==> config.mk <==
export PLATFORM = sky130hd
export DESIGN_NAME = mit_top
export DESIGN_NICKNAME = d
export VERILOG_FILES = /design/src/hdl/mit_pkg.sv /design/src/hdl/mit_channel.sv /design/src/hdl/mit_top.sv
export VERILOG_INCLUDE_DIRS = /design/src /design/src/hdl
export SDC_FILE = /design/constraint.sdc
export NUM_CORES = 1
export LEC_CHECK = 0
export BUFFER_PORTS_ARGS = -buffer_cell sky130_fd_sc_hd__buf_4
export CORE_MARGIN = 3
export CORE_UTILIZATION = 53
export DETAILED_ROUTE_END_ITERATION = 7
export GPL_ROUTABILITY_DRIVEN = 0
export MAX_ROUTING_LAYER = met4
export PLACE_DENSITY = 0.75
export SETUP_SLACK_MARGIN = 0.15
export SLEW_MARGIN = 10
export SYNTH_ARGS = -nofsm -noshare
export SYNTH_HDL_FRONTEND = slang
export SYNTH_SLANG_ARGS = --single-unit
==> constraint.sdc <==
create_clock -name clk -period 5.03 [get_ports clk]
set_input_delay 0.503 -clock clk [delete_from_list [all_inputs] [get_ports clk]]
set_output_delay 0.503 -clock clk [all_outputs]
set_load 0.005 [all_outputs]
==> src/hdl/mit_map.svh <==
// register offsets, field positions, reset values and timing counts of the interval timers
`ifndef MIT_MAP_SVH
`define MIT_MAP_SVH

// flag register offsets (4-bit control registers)
`define MIT_OFS_T2_CTL 7'h29
`define MIT_OFS_T1_CTL 7'h2A

// peripheral offsets reached through the transfer buffer
`define MIT_OFS_T2_COUNT 7'h1F
`define MIT_OFS_T1_COUNT 7'h1E
`define MIT_OFS_T1_MOD 7'h1C
`define MIT_OFS_T2_MOD 7'h1D

// control register field positions
`define MIT_RUN_BIT 3
`define MIT_CLR_BIT 2
`define MIT_SEL_LSB 0

// reset values
`define MIT_CTL_RST 4'h0
`define MIT_COUNT_RST 8'h00
`define MIT_MOD_RST 8'hFF

// time base periods in ns and their cycle counts at the system clock
`define MIT_CLK_MHZ 25
`define MIT_PER_100K_NS 10000
`define MIT_PER_10K_NS 100000
`define MIT_PER_2K_NS 500000
`define MIT_PER_1K_NS 1000000
`define MIT_CYC_100K (`MIT_PER_100K_NS * `MIT_CLK_MHZ / 1000)
`define MIT_CYC_10K (`MIT_PER_10K_NS * `MIT_CLK_MHZ / 1000)
`define MIT_CYC_2K (`MIT_PER_2K_NS * `MIT_CLK_MHZ / 1000)
`define MIT_CYC_1K (`MIT_PER_1K_NS * `MIT_CLK_MHZ / 1000)

`endif

==> src/hdl/mit_pkg.sv <==
// types shared by the interval timer files
`default_nettype none
package mit_pkg;

  // one 4-bit control register, bit 3 down to bit 0
  typedef struct packed {
    logic run;
    logic count_clear;
    logic [1:0] base_sel;
  } mit_ctl_s;

  // flag register access
  typedef struct packed {
    logic wr;
    logic rd;
    logic [6:0] addr;
    logic [3:0] wdata;
  } mit_flag_req_s;

  typedef struct packed {
    logic valid;
    logic [3:0] rdata;
  } mit_flag_rsp_s;

  // transfer buffer put/get access
  typedef struct packed {
    logic put;
    logic get;
    logic [6:0] addr;
    logic [7:0] transfer_buffer;
  } mit_xfer_req_s;

  typedef struct packed {
    logic valid;
    logic [7:0] transfer_buffer;
  } mit_xfer_rsp_s;

  // state of one timer channel
  typedef struct packed {
    logic [7:0] count;
    logic irq;
  } mit_chan_s;

  // state of the top level
  typedef struct packed {
    logic [3:0][14:0] presc;
    logic [3:0] tick;
    mit_ctl_s ctl1;
    mit_ctl_s ctl2;
    logic [7:0] mod1;
    logic [7:0] mod2;
    logic clr1;
    logic clr2;
    mit_flag_rsp_s frsp;
    mit_xfer_rsp_s drsp;
  } mit_top_s;

endpackage
`default_nettype wire

==> src/hdl/mit_channel.sv <==
// one 8-bit modulo interval timer channel with gated counting and match pulse
`timescale 1ns/100ps
`default_nettype none
`include "mit_map.svh"

module mit_channel
  import mit_pkg::*;
(
  // clock and reset
  input wire logic clk,
  input wire logic reset_n,
  // control from the register side
  input wire logic soft_reset,
  input wire logic [3:0] base_tick,
  input wire mit_ctl_s ctl,
  input wire logic clear_req,
  input wire logic gate_open,
  input wire logic [7:0] modulo,
  // results
  output logic [7:0] count,
  output logic match_irq
);

  mit_chan_s state;
  mit_chan_s next_state;
  logic tick;
  logic [7:0] next_count_inc;

  // the base ticks run free, so enabling may add and disabling may lose one tick
  assign tick = base_tick[ctl.base_sel] & ctl.run & gate_open;

  // count, match and auto clear
  always_comb
  begin
    next_state = state;
    next_state.irq = 1'h0;
    next_count_inc = 8'(state.count + 8'h01);
    if (soft_reset || clear_req)
    begin
      // a clear drops any tick of the same cycle, hence up to one tick of extra period
      next_state.count = `MIT_COUNT_RST;
    end
    else if (tick)
    begin
      if (next_count_inc == modulo)
      begin
        next_state.count = `MIT_COUNT_RST;
        next_state.irq = 1'h1;
      end
      else
      begin
        next_state.count = next_count_inc;
      end
    end
  end

  always_ff @(posedge clk or negedge reset_n)
  begin
    if (!reset_n)
      state <= '{count: `MIT_COUNT_RST, irq: 1'h0};
    else
      state <= next_state;
  end

  assign count = state.count;
  assign match_irq = state.irq;
endmodule
`default_nettype wire

==> src/hdl/mit_top.sv <==
// two 8-bit modulo interval timers sharing four free-running time bases
`timescale 1ns/100ps
`default_nettype none
`include "mit_map.svh"

// Contract
// base select 00/01/10/11 picks 100 kHz, 10 kHz, 2 kHz, 1 kHz.
// run bit 3 set lets ticks into the counter; clear halts counting.
// writing 1 to bit 2 clears the counter; writing 0 leaves it.
// bit 2 of a control register always reads back as 0.
// an 8-bit up counter counts ticks and compares on each count.
// counter reaching the modulo value raises the interrupt request.
// counter reaching the modulo value is cleared to zero automatically.
// software reads the count through the buffer and never writes it.
// a modulo value put through the buffer is used for later compares.
// power-on and watchdog reset clear control bits; CE reset keeps them.
// power-on and watchdog reset clear the count; CE reset keeps it.
// start may add one tick, stop may lose one tick of period.
// a software clear may lengthen the first period by one tick.
// new base takes effect at once; first tick up to one period late.
// gated counting needs both the gate open and the run bit set.
// each match gives a one-cycle interrupt pulse on the system clock.
module mit_top
  import mit_pkg::*;
#(
  parameter int unsigned BASE_CYC0 = `MIT_CYC_100K,
  parameter int unsigned BASE_CYC1 = `MIT_CYC_10K,
  parameter int unsigned BASE_CYC2 = `MIT_CYC_2K,
  parameter int unsigned BASE_CYC3 = `MIT_CYC_1K
)
(
  // clock and resets
  input wire logic clk,
  input wire logic reset_n,
  input wire logic wdt_reset,
  // flag register access
  input wire mit_flag_req_s flag_req,
  output mit_flag_rsp_s flag_rsp,
  // transfer buffer access
  input wire mit_xfer_req_s xfer_req,
  output mit_xfer_rsp_s xfer_rsp,
  // external gates, bit 0 first timer, bit 1 second timer
  input wire logic [1:0] gate_open,
  // interrupt requests, bit 0 first timer, bit 1 second timer
  output logic [1:0] irq_req
);

  // 15-bit prescalers; a one-cycle base would let the match pulses of a channel run together
  if (BASE_CYC0 < 2 || BASE_CYC0 > 32767 || BASE_CYC1 < 2 || BASE_CYC1 > 32767 ||
      BASE_CYC2 < 2 || BASE_CYC2 > 32767 || BASE_CYC3 < 2 || BASE_CYC3 > 32767)
  begin : g_bad_base
    $error("time base cycle count out of range 2..32767");
  end

  mit_top_s state;
  mit_top_s next_state;
  logic [7:0] count1;
  logic [7:0] count2;
  logic irq1;
  logic irq2;

  // last prescaler value of each time base
  function automatic logic [14:0] base_last(input int idx);
    logic [14:0] last;
    case (idx)
      0: last = 15'(BASE_CYC0 - 1);
      1: last = 15'(BASE_CYC1 - 1);
      2: last = 15'(BASE_CYC2 - 1);
      default: last = 15'(BASE_CYC3 - 1);
    endcase
    return last;
  endfunction

  // stored form of a control write; the clear bit is a strobe and never stored
  function automatic mit_ctl_s ctl_store(input logic [3:0] wdata);
    mit_ctl_s c;
    c.run = wdata[`MIT_RUN_BIT];
    c.count_clear = 1'h0;
    c.base_sel = wdata[`MIT_SEL_LSB +: 2];
    return c;
  endfunction

  // next state of the whole top level
  always_comb
  begin
    next_state = state;
    next_state.clr1 = 1'h0;
    next_state.clr2 = 1'h0;

    // free-running dividers; not aligned to enable, clear or select changes
    for (int i = 0; i < 4; i++)
    begin
      next_state.tick[i] = 1'h0;
      if (state.presc[i] == base_last(i))
      begin
        next_state.presc[i] = 15'h0000;
        next_state.tick[i] = 1'h1;
      end
      else
      begin
        next_state.presc[i] = 15'(state.presc[i] + 15'h0001);
      end
    end

    // control register writes; a select change acts on the very next tick of the new base
    if (flag_req.wr)
    begin
      case (flag_req.addr)
        `MIT_OFS_T1_CTL:
        begin
          next_state.ctl1 = ctl_store(flag_req.wdata);
          next_state.clr1 = flag_req.wdata[`MIT_CLR_BIT];
        end
        `MIT_OFS_T2_CTL:
        begin
          next_state.ctl2 = ctl_store(flag_req.wdata);
          next_state.clr2 = flag_req.wdata[`MIT_CLR_BIT];
        end
        default:
        begin
          next_state.clr1 = 1'h0;
        end
      endcase
    end

    // control register reads, registered; unmapped offsets read zero
    next_state.frsp.valid = flag_req.rd;
    case (flag_req.addr)
      `MIT_OFS_T1_CTL: next_state.frsp.rdata = state.ctl1;
      `MIT_OFS_T2_CTL: next_state.frsp.rdata = state.ctl2;
      default: next_state.frsp.rdata = 4'h0;
    endcase

    // modulo loads; a put aimed at a counter is ignored so the count stays intact
    if (xfer_req.put)
    begin
      case (xfer_req.addr)
        `MIT_OFS_T1_MOD: next_state.mod1 = xfer_req.transfer_buffer;
        `MIT_OFS_T2_MOD: next_state.mod2 = xfer_req.transfer_buffer;
        default: next_state.mod1 = state.mod1;
      endcase
    end

    // buffer reads of count and modulo, registered
    next_state.drsp.valid = xfer_req.get;
    case (xfer_req.addr)
      `MIT_OFS_T1_COUNT: next_state.drsp.transfer_buffer = count1;
      `MIT_OFS_T2_COUNT: next_state.drsp.transfer_buffer = count2;
      `MIT_OFS_T1_MOD: next_state.drsp.transfer_buffer = state.mod1;
      `MIT_OFS_T2_MOD: next_state.drsp.transfer_buffer = state.mod2;
      default: next_state.drsp.transfer_buffer = 8'h00;
    endcase

    // watchdog reset wins over any control write or modulo put of the same cycle
    if (wdt_reset)
    begin
      next_state.ctl1 = `MIT_CTL_RST;
      next_state.ctl2 = `MIT_CTL_RST;
      next_state.clr1 = 1'h0;
      next_state.clr2 = 1'h0;
      next_state.mod1 = `MIT_MOD_RST;
      next_state.mod2 = `MIT_MOD_RST;
    end
  end

  // power-on reset puts everything to constants
  always_ff @(posedge clk or negedge reset_n)
  begin
    if (!reset_n)
    begin
      state <= '0;
      state.ctl1 <= `MIT_CTL_RST;
      state.ctl2 <= `MIT_CTL_RST;
      state.mod1 <= `MIT_MOD_RST;
      state.mod2 <= `MIT_MOD_RST;
    end
    else
    begin
      state <= next_state;
    end
  end

  // first timer
  mit_channel u_first
  (
    .clk(clk),
    .reset_n(reset_n),
    .soft_reset(wdt_reset),
    .base_tick(state.tick),
    .ctl(state.ctl1),
    .clear_req(state.clr1),
    .gate_open(gate_open[0]),
    .modulo(state.mod1),
    .count(count1),
    .match_irq(irq1)
  );

  // second timer
  mit_channel u_second
  (
    .clk(clk),
    .reset_n(reset_n),
    .soft_reset(wdt_reset),
    .base_tick(state.tick),
    .ctl(state.ctl2),
    .clear_req(state.clr2),
    .gate_open(gate_open[1]),
    .modulo(state.mod2),
    .count(count2),
    .match_irq(irq2)
  );

  // outputs straight from flip-flops
  assign flag_rsp = state.frsp;
  assign xfer_rsp = state.drsp;
  assign irq_req = {irq2, irq1};
endmodule
`default_nettype wire

Yosys cells after proc, flatten, opt, wreduce, memory -nomap -nowiden:

Index checks and enable logic that the tools add are counted.

* register bits: 122
* word-level logic and storage cells: 95

* multiplexer cells: 34
* add/sub/neg operators: 6
* order comparisons: 2
* reductions and logical operators: 14
* equality and inequality tests: 12
* bitwise logic cells: 4

Operators with widths (number)
* 15-bit by 1-bit adder with 15-bit output, second input constant: 4
* 15-bit 2-to-1 mux: 4
* 8-bit 2-to-1 mux: 7
* 8-bit one-hot mux with 4 select lines: 1
* 7-bit by 5-bit equality test with 1-bit output, second input constant: 4
* 26-bit 2-to-1 mux: 1
* 9-bit 2-to-1 mux: 2
* 8-bit by 1-bit adder with 8-bit output, second input constant: 2
* 8-bit equality test: 2
* 16-bit 2-to-1 mux: 1
* 2-bit nonzero test: 8
* 15-bit by 12-bit equality test with 1-bit output, second input constant: 1
* 15-bit by 14-bit equality test with 1-bit output, second input constant: 1
* 15-bit equality test, second input constant: 1
* 15-bit by 8-bit equality test with 1-bit output, second input constant: 1
* 7-bit by 6-bit equality test with 1-bit output, second input constant: 2
* 1-bit 2-to-1 mux: 12
* 4-bit 2-to-1 mux: 2
* 4-bit one-hot mux with 2 select lines: 1
* 2-bit AND reduction: 4
* 2-bit by 3-bit < comparator with 1-bit output, second input constant: 2
* 1-bit bitwise AND: 4
* 1-bit binary-select mux with 2-bit select: 2
* 1-bit logical OR: 2
* 2-bit 2-to-1 mux: 1

Depth between registers and ports, before layout:

Gate-level depths: netlist of the first run.

* depth after elaboration: 6
* gate-level depth with buffers: 7
* mapped depth without buffers: 6

Hierarchy:

From an unflattened synthesis of the first run, not the netlist that was laid out.

* cell total of the unflattened synthesis: 583
* area, all modules: 6249.7 µm²

By module, submodules not included
* mit_top: seq. area each 2547.4 µm², times used 1, cells an instance 415, area each 4678.2 µm²
* mit_channel: seq. area each 225.2 µm², times used 2, cells an instance 84, area each 785.8 µm²

Least setup slack after synthesis of the first run:

No wires, ideal clock.

* path type: reg-to-reg
* from: register u_second.state, in the netlist u_second.count[0]
* to: register u_second.state, in the netlist u_second.count[7]
* library setup time: 0.136 ns
* clock period less this slack: 2.106 ns
* arrival: 1.970 ns
* data required time: 4.894 ns
* path slack: 2.924 ns
* cell stages (with the launch flop): 7
* cell sequence: dfrtp_1 -> ha_1 -> nand3_2 -> or3_1 -> a2111o_1 -> o21ai_4 -> o211ai_1

* cells in the longest elaborated chain, start to end: 5

RTL lines
* start, declared: RTL line mit_channel.sv:24 `mit_chan_s state;`
* start signal, assigned: RTL line mit_channel.sv:60 `` state <= '{count: `MIT_COUNT_RST, irq: 1'h0}; ``
* start signal, assigned: RTL line mit_channel.sv:62 `state <= next_state;`
* 8-bit by 1-bit adder with 8-bit output *: RTL line mit_channel.sv:37 `next_count_inc = 8'(state.count + 8'h01);`
* 8-bit equality test: RTL line mit_channel.sv:45 `if (next_count_inc == modulo)`
* 8-bit 2-to-1 mux *: RTL line mit_channel.sv:45
* 9-bit 2-to-1 mux *: RTL line mit_channel.sv:43 `else if (tick)`
* 8-bit 2-to-1 mux *: RTL line mit_channel.sv:38 `if (soft_reset || clear_req)`

Mark *: on every way between the ends. The rest lies on a longest branch, timed or not. The select of a mux whose other input is x is not followed.
A chain may end at the register's enable or synchronous reset.

Final worst setup path of the first run:

* from: register u_second.state, in the netlist u_second.count[0]
* to: register u_second.state, in the netlist u_second.count[4]

The elaborated chain is that of the path after synthesis.

==> summary.txt, run 1 <==
Flops & latches, synth: 119
IO buf count: 49
Fin crit share: 47.9%
HP Class: in -> async
Arrival time at the worst endpoint: 2680 ps
DR vias/cell: 5.82
Placed cell areas: 6500 sq um
Slew Limit Fails: 0
Die area: 13000 sq um
First-pass GRT wire length: 21900 microns
Minimum clock period: 2410 ps
Max VDD drop: 0.323 mV
RSZ-0062 raised after global routing: no
Die height: 114 microns
Post-CTS Setup Bufs: 0
IO Pins: 51
PD cells: 312 nW/um^2
Critical Path RT: 5300 ps
Hold WS: 176 ps
Total number of vias: 4495
WL per Instance: 16.4 microns
Row count: 38
Filler cells: 896
Drt pass-1 iters: 5
WS Path Type: reg -> reg
Largest net degree at the start of global routing: 62
Worst-path clk slew: 60 ps
Starting Density: 55.6%
Pleak: 2.95 nW
Worst Setup End Kind: flop
Slew margin rel.: 30.7%
Gr usage total: 21.9%
Final setup fails: 0
Vias in the first global route: 4610
Layout cells sized above 1: 18.8%
Htree depth: 4
TritonCTS clock tree: yes
DP Wirelength: 8630 microns
ANT nets after route: 0
Antenna diodes: 0
Grt ovf: 0
Clock sinks: 119
Final number of hold-violating endpoints: 0
Clock Tree Buf Depth: 2
Async set or reset register ratio after synthesis: 100%
CTS Root Cell: clkbuf_16
Area delta synth->final: 14.8%
Setup Skew: 9.09 ps
Syn. warnings: 0
Syn_nets: 628
Syn Area/Cell: 10.5 sq um
Initial antenna violation count: 0
Clk Latency, worst-skew pair: 410 ps
CP startpoint kind: flop
EDFF count, synth: 0
F_max: 0.415 GHz
Yosys cell types: 66
Nets: 662
Sequential area share after synthesis: 48.6%
Die span in x: 114 microns
Syn Inst Count: 586
Mapped cell area: 6160 sq um
Ys flop type: dfrtp_1
Worst-margin pin slew: 1030 ps
Finished Cell Area: 7070 sq um
Core ar.: 11100 sq um
Max-Cap Viols: 0
R2r worst-path depth: 6
Crit path max fanout: 7
DRC Markers: 0
Outcome: completed
Fin Setup TNS: 0 ps
Num CTS Buffers: 17
Post-CTS Hold Buffers: 0
Starting DRT DRC Count: 379
# resized after CTS: 0
Post-Route WL: 12700 microns
Yosys cell counts (all sizes together) (9+ instances only):
library cell  count  area (sq um)
nand4            13          81.3
dfstp            16           420
nand3            36           190
inv              10          37.5
a211o            16           140
nand2            50           188
nor2             53           199
dfrtp           103          2580
nor3             13          65.1
xnor2            36           315
a21oi            10          50.1
o21ai            14          81.3
nor4b             9           106
xor2             32           280
buf              27           183
nor2b            31           194
and3             13          82.6
critical path, cell delays in order (launching register included):
cell	delay (ps)
dfrtp_1	470
ha_1	360
nand3_2	150
or3_1	340
a2111o_1	540
o21ai_4	280
o311ai_1	130
final cells by class:
class	instances	area, sq um	area share [%]
clock inverter	9	100	1.41
inverter	10	37.5	0.531
tap	140	175	2.48
sequential	119	3000	42.4
timing repair buffer	50	375	5.31
multi-input combinational	422	2910	41.2
clock buffer	22	474	6.70
path summary, 6_finish.rpt:
kind | to | slack [ps] | startpoint
min reg2reg | state[58] | 480 | state[58]
max | u_second.count[4] | 2620 | u_second.count[0]
min in group clk | xfer_rsp[8] | 200 | xfer_req[15]
max reg2reg | u_second.count[4] | 2620 | u_second.count[0]
min | u_first.match_irq | 180 | reset_n
max in group asynchronous | state[64] | 3640 | reset_n
kinds of logic (layout without fill, tap and decap cells):
| group | Yosys count | in the layout | share of synthesized area (%) |
|---|---|---|---|
| XOR/XNOR | 68 | 68 | 9.66 |
| multiplexers | 11 | 11 | 3.49 |
| buffers and inverters | 45 | 91 | 4.06 |
| flip-flops | 119 | 119 | 48.6 |
| AND/OR/NAND/NOR | 259 | 259 | 23.5 |
| other | 1 | 1 | 0.0609 |
| adder cells (fa/ha/maj) | 7 | 7 | 1.42 |
| AO/OA/AOI/OAI | 76 | 76 | 9.18 |
layer usage:
metal / part of all wire [%] / GRT usage [%] / vias up / wire [microns]
li1: - / - / 2138 / -
met1: 45 / 27.0 / 2255 / 5650
met2: 50 / 35.4 / 91 / 6300
met3: 4.8 / 5.52 / 11 / 608
met4: 1.0 / 7.52 / 0 / 127
met5: 0 / - / - / 0
power by group:
group / internal [mW] / switching, mW
sequential: 0.962 / 0.00114
clock: 0.760 / 0.412
combinational: 0.0304 / 0.0414
total: 1.75 / 0.455
cells in the final DEF, fill, tap and decap left out, drive strengths merged, types with 13 or more instances in the layout:
cell    Yosys  final
o21ai      14     14
dfrtp     103    103
a211o      16     16
nand3      36     36
and3       13     13
buf        27     50
clkbuf      8     22
xnor2      36     36
dfstp      16     16
nand4      13     13
nand2      50     50
nor3       13     13
nor2b      31     31
xor2       32     32
nor2       53     53
per-stage QoR:
stage                     total power, mW  setup slack [ps]  util, %  instances
after floorplan                      1.00              2920        -        586
after global placement               1.05              2760     58.7        741
after detailed placement             1.05              2680     58.7        741
after CTS                            2.23              2640     63.9        772
after global routing                 2.28              2490     63.9        772
final                                2.21              2620     63.9        772
sequential cells by signal, summed over array words and instances, names as in the netlist:
signal              cells
u_first.match_irq       1
xfer_rsp                9
state                  88
u_second.match_irq      1
u_second.count          8
flag_rsp                4
u_first.count           8
Note: power is estimated with default switching activity, not from simulation.
==> inputs of run 2 (changes only) <==
Settings changed: ABC_AREA set to 1.
Clock period 5.03 ns to 2.4 ns, I/O delays scaled along.
==> run 2 against run 1 <==
Sequential share of layout area is 2.6 points lower. Worst hold slack got worse by 93 ps. Flip-flop and latch count stayed put. Combinational power rose to 3.3 times the previous value. First-iteration DRC count fell by 1.1%. Count of clock-buffer cells in the layout grew 2. Via count rose by 20%. Register-to-register slack got worse by 2000 ps. Synthesized cell count grew 40%. Worst setup slack worse by 2000 ps. Largest power group unchanged. Highest routed layer unchanged.
==> summary.txt, run 2 <==
Clock Tree Buf Depth: 2 (unchanged)
Layout cells sized above 1: 17.2% (-1.7 points)
Syn Inst Count: 820 (+40%)
Antenna diodes: 0 (unchanged)
Commonest cells after routing, fill and taps aside: 188 x nand2_1, 126 x inv_1, 103 x dfrtp_1
EDFF count, synth: 0 (unchanged)
Sequential share of power: 42.7% (-0.9 points)
Syn Area/Cell: 7.91 sq um (-25%)
Int Pwr: 3.85 mW (+120%)
Grt ovf: 0 (unchanged)
Total number of vias: 5407 (+20%)
Largest net degree at the start of global routing: 64 (+3.2%)
Arrival time at the worst endpoint: 2110 ps (-570 ps)
Cell with the most instances after synthesis: nand2_1
Setup Skew: 8.27 ps (-0.829 ps)
DRC Markers: 0 (unchanged)
F_max: 0.553 GHz (+33%)
Core ar.: 11700 sq um (+5.7%)
Top cells by area, synth: dfrtp_1 40%, nand2_1 11%, inv_1 7.3%
Finished Core Util: 64.4% (+0.51 points)
Die span in x: 117 microns (+2.5%)
Leading cell types by count after synthesis: 188 x nand2_1, 126 x inv_1, 103 x dfrtp_1
Comb pwr share: 4.9% (+1.6 points)
HP Start: flag_req[1]
Max reg flops: 88 (unchanged)
R2r worst-path depth: 9 (+3)
Starting Density: 55.4% (-0.21 points)
RR Endpoint: u_second.count[0]
Sw power: 1.04 mW (+130%)
ANT nets after route: 0 (unchanged)
DR vias/cell: 5.26 (-9.7%)
Worst r2r src: u_second.count[0]
Worst-path clk slew: 50 ps (about the same)
Slew Limit Fails: 0 (unchanged)
Worst-margin pin slew: 518 ps (-515 ps)
First-pass GRT wire length: 23700 microns (+7.9%)
Final setup fails: 0 (unchanged)
WS Path Type: reg -> reg
Clock sinks: 119 (unchanged)
Mapped cell area: 6490 sq um (+5.3%)
Max-Cap Viols: 0 (unchanged)
Syn. warnings: 0 (unchanged)
Clk Latency, worst-skew pair: 420 ps (about the same)
Gr usage total: 23.0% (+1.1 points)
Sequential area share after synthesis: 46.2% (-2.5 points)
Synth top area share: 39.7% (-2.1 points)
Critical Path RT: 2700 ps (-2600 ps)
Total power: 4.89 mW (+120%)
RSZ-0062 raised after global routing: no
Filler cells: 966 (+7.8%)
Ys flop type: dfrtp_1
CP startpoint kind: flop
WL per Instance: 13.6 microns (-17%)
Hold path cells: 3
Row count: 39 (+2.6%)
Async set or reset register ratio after synthesis: 100% (unchanged)
Num CTS Buffers: 17 (unchanged)
Clock share of power: 52.5% (-0.6 points)
Area delta synth->final: 16.2%
Initial antenna violation count: 0 (unchanged)
Drt pass-1 iters: 6 (+1)
IO buf count: 49 (unchanged)
Top cell type by total area after synthesis: dfrtp_1
R2R Setup Slk: 590 ps (-2030 ps)
HP Class: in -> reg
Worst Setup End Kind: flop
PD cells: 649 nW/um^2 (+110%)
Syn_nets: 862 (+37%)
Most common cell after layout, fill and taps aside: nand2_1
Hold EP: state[37]
Largest Register: state
Pleak: 3.76 nW (+27%)
Final number of hold-violating endpoints: 0 (unchanged)
Post-Route WL: 14000 microns (+10%)
Starting DRT DRC Count: 375 (-1.1%)
IO Pins: 51 (unchanged)
Yosys cell types: 45 (-32%)
Fin Setup TNS: 0 ps (unchanged)
Vias in the first global route: 5190 (+13%)
Fin crit share: 75.4% (+28 points)
Die height: 117 microns (+2.5%)
Die area: 13600 sq um (+5.0%)
Crit path max fanout: 9 (+2)
Htree depth: 4 (unchanged)
Minimum clock period: 1810 ps (-598 ps)
Max VDD drop: 0.504 mV (+56%)
DP Wirelength: 10200 microns (+18%)
Nets: 914 (+38%)
Outcome: completed
TritonCTS clock tree: yes
Slew margin rel.: 65.4% (+35 points)
CTS Root Cell: clkbuf_16
Post-CTS Setup Bufs: 0 (unchanged)
Flops & latches, synth: 119 (unchanged)
Net Sw Frac: 21.2% (+0.57 points)
run 2: logic make-up (layout without fill, tap and decap cells):
group	Yosys count	count (layout)	share of synthesized area [%]
and+or+nand+nor	431	431	31.1
buffers and inverters	157	222	10.3
DFF	119	119	46.2
AOI/OAI and AO/OA	72	72	6.52
xor gates and xnor gates	33	33	4.45
adders and majority gates	7	7	1.35
other	1	1	0.0578
run 2: area by class of cell:
| class | instances | area [sq um] | area share [%] |
|---|---|---|---|
| multi-input combinational | 544 | 2820 | 37.5 |
| tap | 143 | 179 | 2.37 |
| sequential | 119 | 3000 | 39.8 |
| inverter | 136 | 510 | 6.77 |
| timing repair buffer | 54 | 425 | 5.64 |
| clock buffer | 24 | 482 | 6.39 |
| clock inverter | 8 | 120 | 1.59 |
run 2: through the flow:
step                worst slack [ps]  hold WS, ps  std cells  area (sq um)
finish                           591         83.3       1028          7540
global route                     446         90.3       1028          7540
CTS                              610         65.0       1028          7540
detailed placement               620          187        993          6910
global placement                 745          184        993          6910
floorplan                        841        -55.6        820          6490
run 2: worst max-delay path, stage by stage (launching register included):
cell,delay (ps)
dfrtp_1,460
ha_1,370
xnor2_1,180
nand2_1,70
nor2_1,100
nand2_1,90
nor2_4,110
nand3_4,140
nand2_1,100
nand2_1,60
run 2: routing by layer:
layer,vias up,global-route usage (%),share of wire (%)
met2,140,36.1,48
met4,0,9.02,2.1
li1,2707,-,-
met5,-,-,0
met1,2534,28.9,45
met3,26,5.44,4.8
run 2: worst max-delay path by stage:
stage                              endpoint  cells past startpoint  slack (ps)               from
after floorplan           u_second.count[0]                      9         840  u_second.count[0]
after global placement    u_second.count[6]                      9         750  u_second.count[0]
after detailed placement  u_second.count[0]                      9         620  u_second.count[0]
after CTS                 u_second.count[0]                      9         610  u_second.count[0]
after global routing      u_second.count[0]                      9         450  u_second.count[0]
final                     u_second.count[0]                      9         590  u_second.count[0]
run 2: what timing repair did:
item                      4_1_cts  5_1_grt
hold endpoints to repair       25        0
hold buffers                    3        0
gates resized for setup         0        0
run 2: power groups by stage:
stage	sequential, mW	clock (mW)	combinational [mW]
after floorplan	2.11	0	0.118
after detailed placement	2.12	0	0.236
final	2.09	2.57	0.238
after CTS	2.09	2.62	0.242
after global routing	2.09	2.72	0.269
after global placement	2.12	0	0.230
==> inputs of run 3 (changes only) <==
Settings changed: ABC_AREA 1 to 0, PLACE_DENSITY 0.75 to 0.78.
Clock period 2.4 ns to 1.5 ns, I/O delays scaled along.
==> run 3 against run 2 <==
The flow now finishes with violations (DRC, setup timing). Critical endpoint is now u_second.count[4]. Total power rose by 64%. Sequential power rose by 55%. Non-clock buffer count rose by 132. Design area rose by 21%. Critical path depth fell by 3. Global-route usage rose by 4.8 points. Via count rose by 3.3%. Die area fell by 4.8%. Routed wire length rose by 38%.
==> summary.txt, run 3 (synthesized netlist as in run 1, its figures left out) <==
Antenna diodes: 0 (unchanged)
Total number of vias: 5585 (+3.3%)
F_max: 0.481 GHz (-13%)
Largest Register: state
CP startpoint kind: flop
WL per Instance: 21.1 microns (+55%)
Row count: 38 (-2.6%)
Worst-margin pin slew: 502 ps (-16.1 ps)
RSZ-0062 raised after global routing: yes
Core ar.: 11100 sq um (-5.4%)
Arrival time at the worst endpoint: 2370 ps (+260 ps)
Nets: 800 (-12%)
Slew Limit Fails: 0 (unchanged)
DRC Markers: 2 (+2)
Final number of hold-violating endpoints: 0 (unchanged)
PD cells: 878 nW/um^2 (+35%)
Max reg flops: 88 (unchanged)
IO Pins: 51 (unchanged)
Die height: 114 microns (-2.4%)
Max-Cap Viols: 0 (unchanged)
Final setup fails: 40 (+40)
DP Wirelength: 10500 microns (+2.9%)
Clock sinks: 119 (unchanged)
Area delta synth->final: 48.1%
IO buf count: 49 (unchanged)
Minimum clock period: 2080 ps (+271 ps)
Initial antenna violation count: 0 (unchanged)
Gr usage total: 27.7% (+4.8 points)
Fin crit share: 139% (+63 points)
Worst Setup End Kind: flop
Filler cells: 572 (-41%)
Setup Skew: 5.29 ps (-2.98 ps)
Hold WS: 32.2 ps (-51.1 ps)
ANT nets after route: 0 (unchanged)
First-pass GRT wire length: 27300 microns (+15%)
Clock Tree Buf Depth: 2 (unchanged)
TritonCTS clock tree: yes
Critical Path RT: 1790 ps (-910 ps)
DR vias/cell: 6.13 (+17%)
Outcome: complete, but fails checks
Layout cells sized above 1: 45.8% (+29 points)
Max VDD drop: 1.10 mV (+120%)
Clk Latency, worst-skew pair: 430 ps (about the same)
Commonest cells after routing, fill and taps aside: 150 x buf_4, 92 x dfrtp_1, 47 x nand2_1
Post-Route WL: 19200 microns (+38%)
Die area: 13000 sq um (-4.8%)
Pleak: 3.81 nW (+1.4%)
Die span in x: 114 microns (-2.4%)
HP Class: in -> reg
Starting Density: 55.6% (+0.21 points)
Slew margin rel.: 66.5% (+1.2 points)
WS Path Type: reg -> reg
Most common cell after layout, fill and taps aside: buf_4
Total power: 8.01 mW (+64%)
Starting DRT DRC Count: 466 (+24%)
Drt pass-1 iters: 7 (+1)
Htree depth: 4 (unchanged)
Largest net degree at the start of global routing: 36 (-44%)
Crit path max fanout: 7 (-2)
Violated checks: DRC, setup timing
Setup WS post-layout: -580 ps (-1170 ps)
CTS Root Cell: clkbuf_16
Grt ovf: 0 (unchanged)
Worst-path clk slew: 60 ps (about the same)
Vias in the first global route: 5653 (+8.9%)
Num CTS Buffers: 17 (unchanged)
## run 3: changes by cell type in the layout (fill, tap and decap cells not counted), sizes merged, moves of 11 or more
cell   before  now
nand2     200   50
buf        51  173
inv       135   15
nor2      103   53
nand3      71   36
nor2b       0   31
xnor2       7   36
a21oi      31   10
a211o       0   16
and3        2   13
## run 3: critical path, cell delays in order, from the launching register on
cell      delay (ps)
dfrtp_2          400
ha_4             200
nand3_4           90
or3_1            340
a2111o_1         510
o21ai_4          280
o311ai_1         120
## run 3: final timing paths
check / startpoint / end / slack [ps] / cells past startpoint
max: u_second.count[0] / u_second.count[4] / -580 / 6
max in group asynchronous: reset_n / state[25] / 690 / 3
min in group asynchronous: reset_n / state[85] / 180 / 2
min reg2reg: state[72] / state[72] / 530 / 1
max reg2reg: u_second.count[0] / u_second.count[4] / -580 / 6
min: flag_req[2] / state[15] / 30 / 2
## run 3: final cells by class
type / count / area (sq um) / share of cell area [%]
multi-input combinational: 424 / 3700 / 40.6
sequential: 119 / 3010 / 33.0
timing repair buffer: 186 / 1550 / 17.0
clock buffer: 17 / 425 / 4.66
clock inverter: 15 / 218 / 2.39
tap: 140 / 175 / 1.92
inverter: 10 / 40.0 / 0.439
## run 3: timing repair
action / in CTS / in global routing
pin swaps: 22 / 42
cloned: 1 / 1
resized for setup: 49 / 102
setup buffers: 18 / 15
setup endpoints to repair: 56 / 75
hold buffers: 13 / 0
endpoints found under the hold margin: 93 / 0
## run 3: per-stage QoR
step / TNS, ps / util [%] / instances / setup WS [ps] / area (sq um)
after floorplan: -4790 / - / 586 / -383 / 6340
after global routing: -12200 / 82.4 / 911 / -684 / 9130
final: -9700 / 82.4 / 911 / -580 / 9130
after global placement: -6050 / 66.6 / 831 / -442 / 7380
after CTS: -7290 / 76.9 / 895 / -513 / 8520
after detailed placement: -7030 / 66.6 / 831 / -477 / 7380
## run 3: layer usage
layer / GRT usage, % / vias to the layer above / part of all wire [%]
met4: 13.9 / 0 / 4.8
met1: 32.5 / 2765 / 36
met3: 5.78 / 99 / 6.4
li1: - / 2434 / -
met5: - / - / 0
met2: 45.4 / 287 / 53
## run 3: where the power goes
part	switching (mW)	internal, mW	leakage, nW
logic	0.165	0.150	1.97
clock network	1.65	2.82	0.311
registers	0.00413	3.22	1.53
total	1.82	6.19	3.81
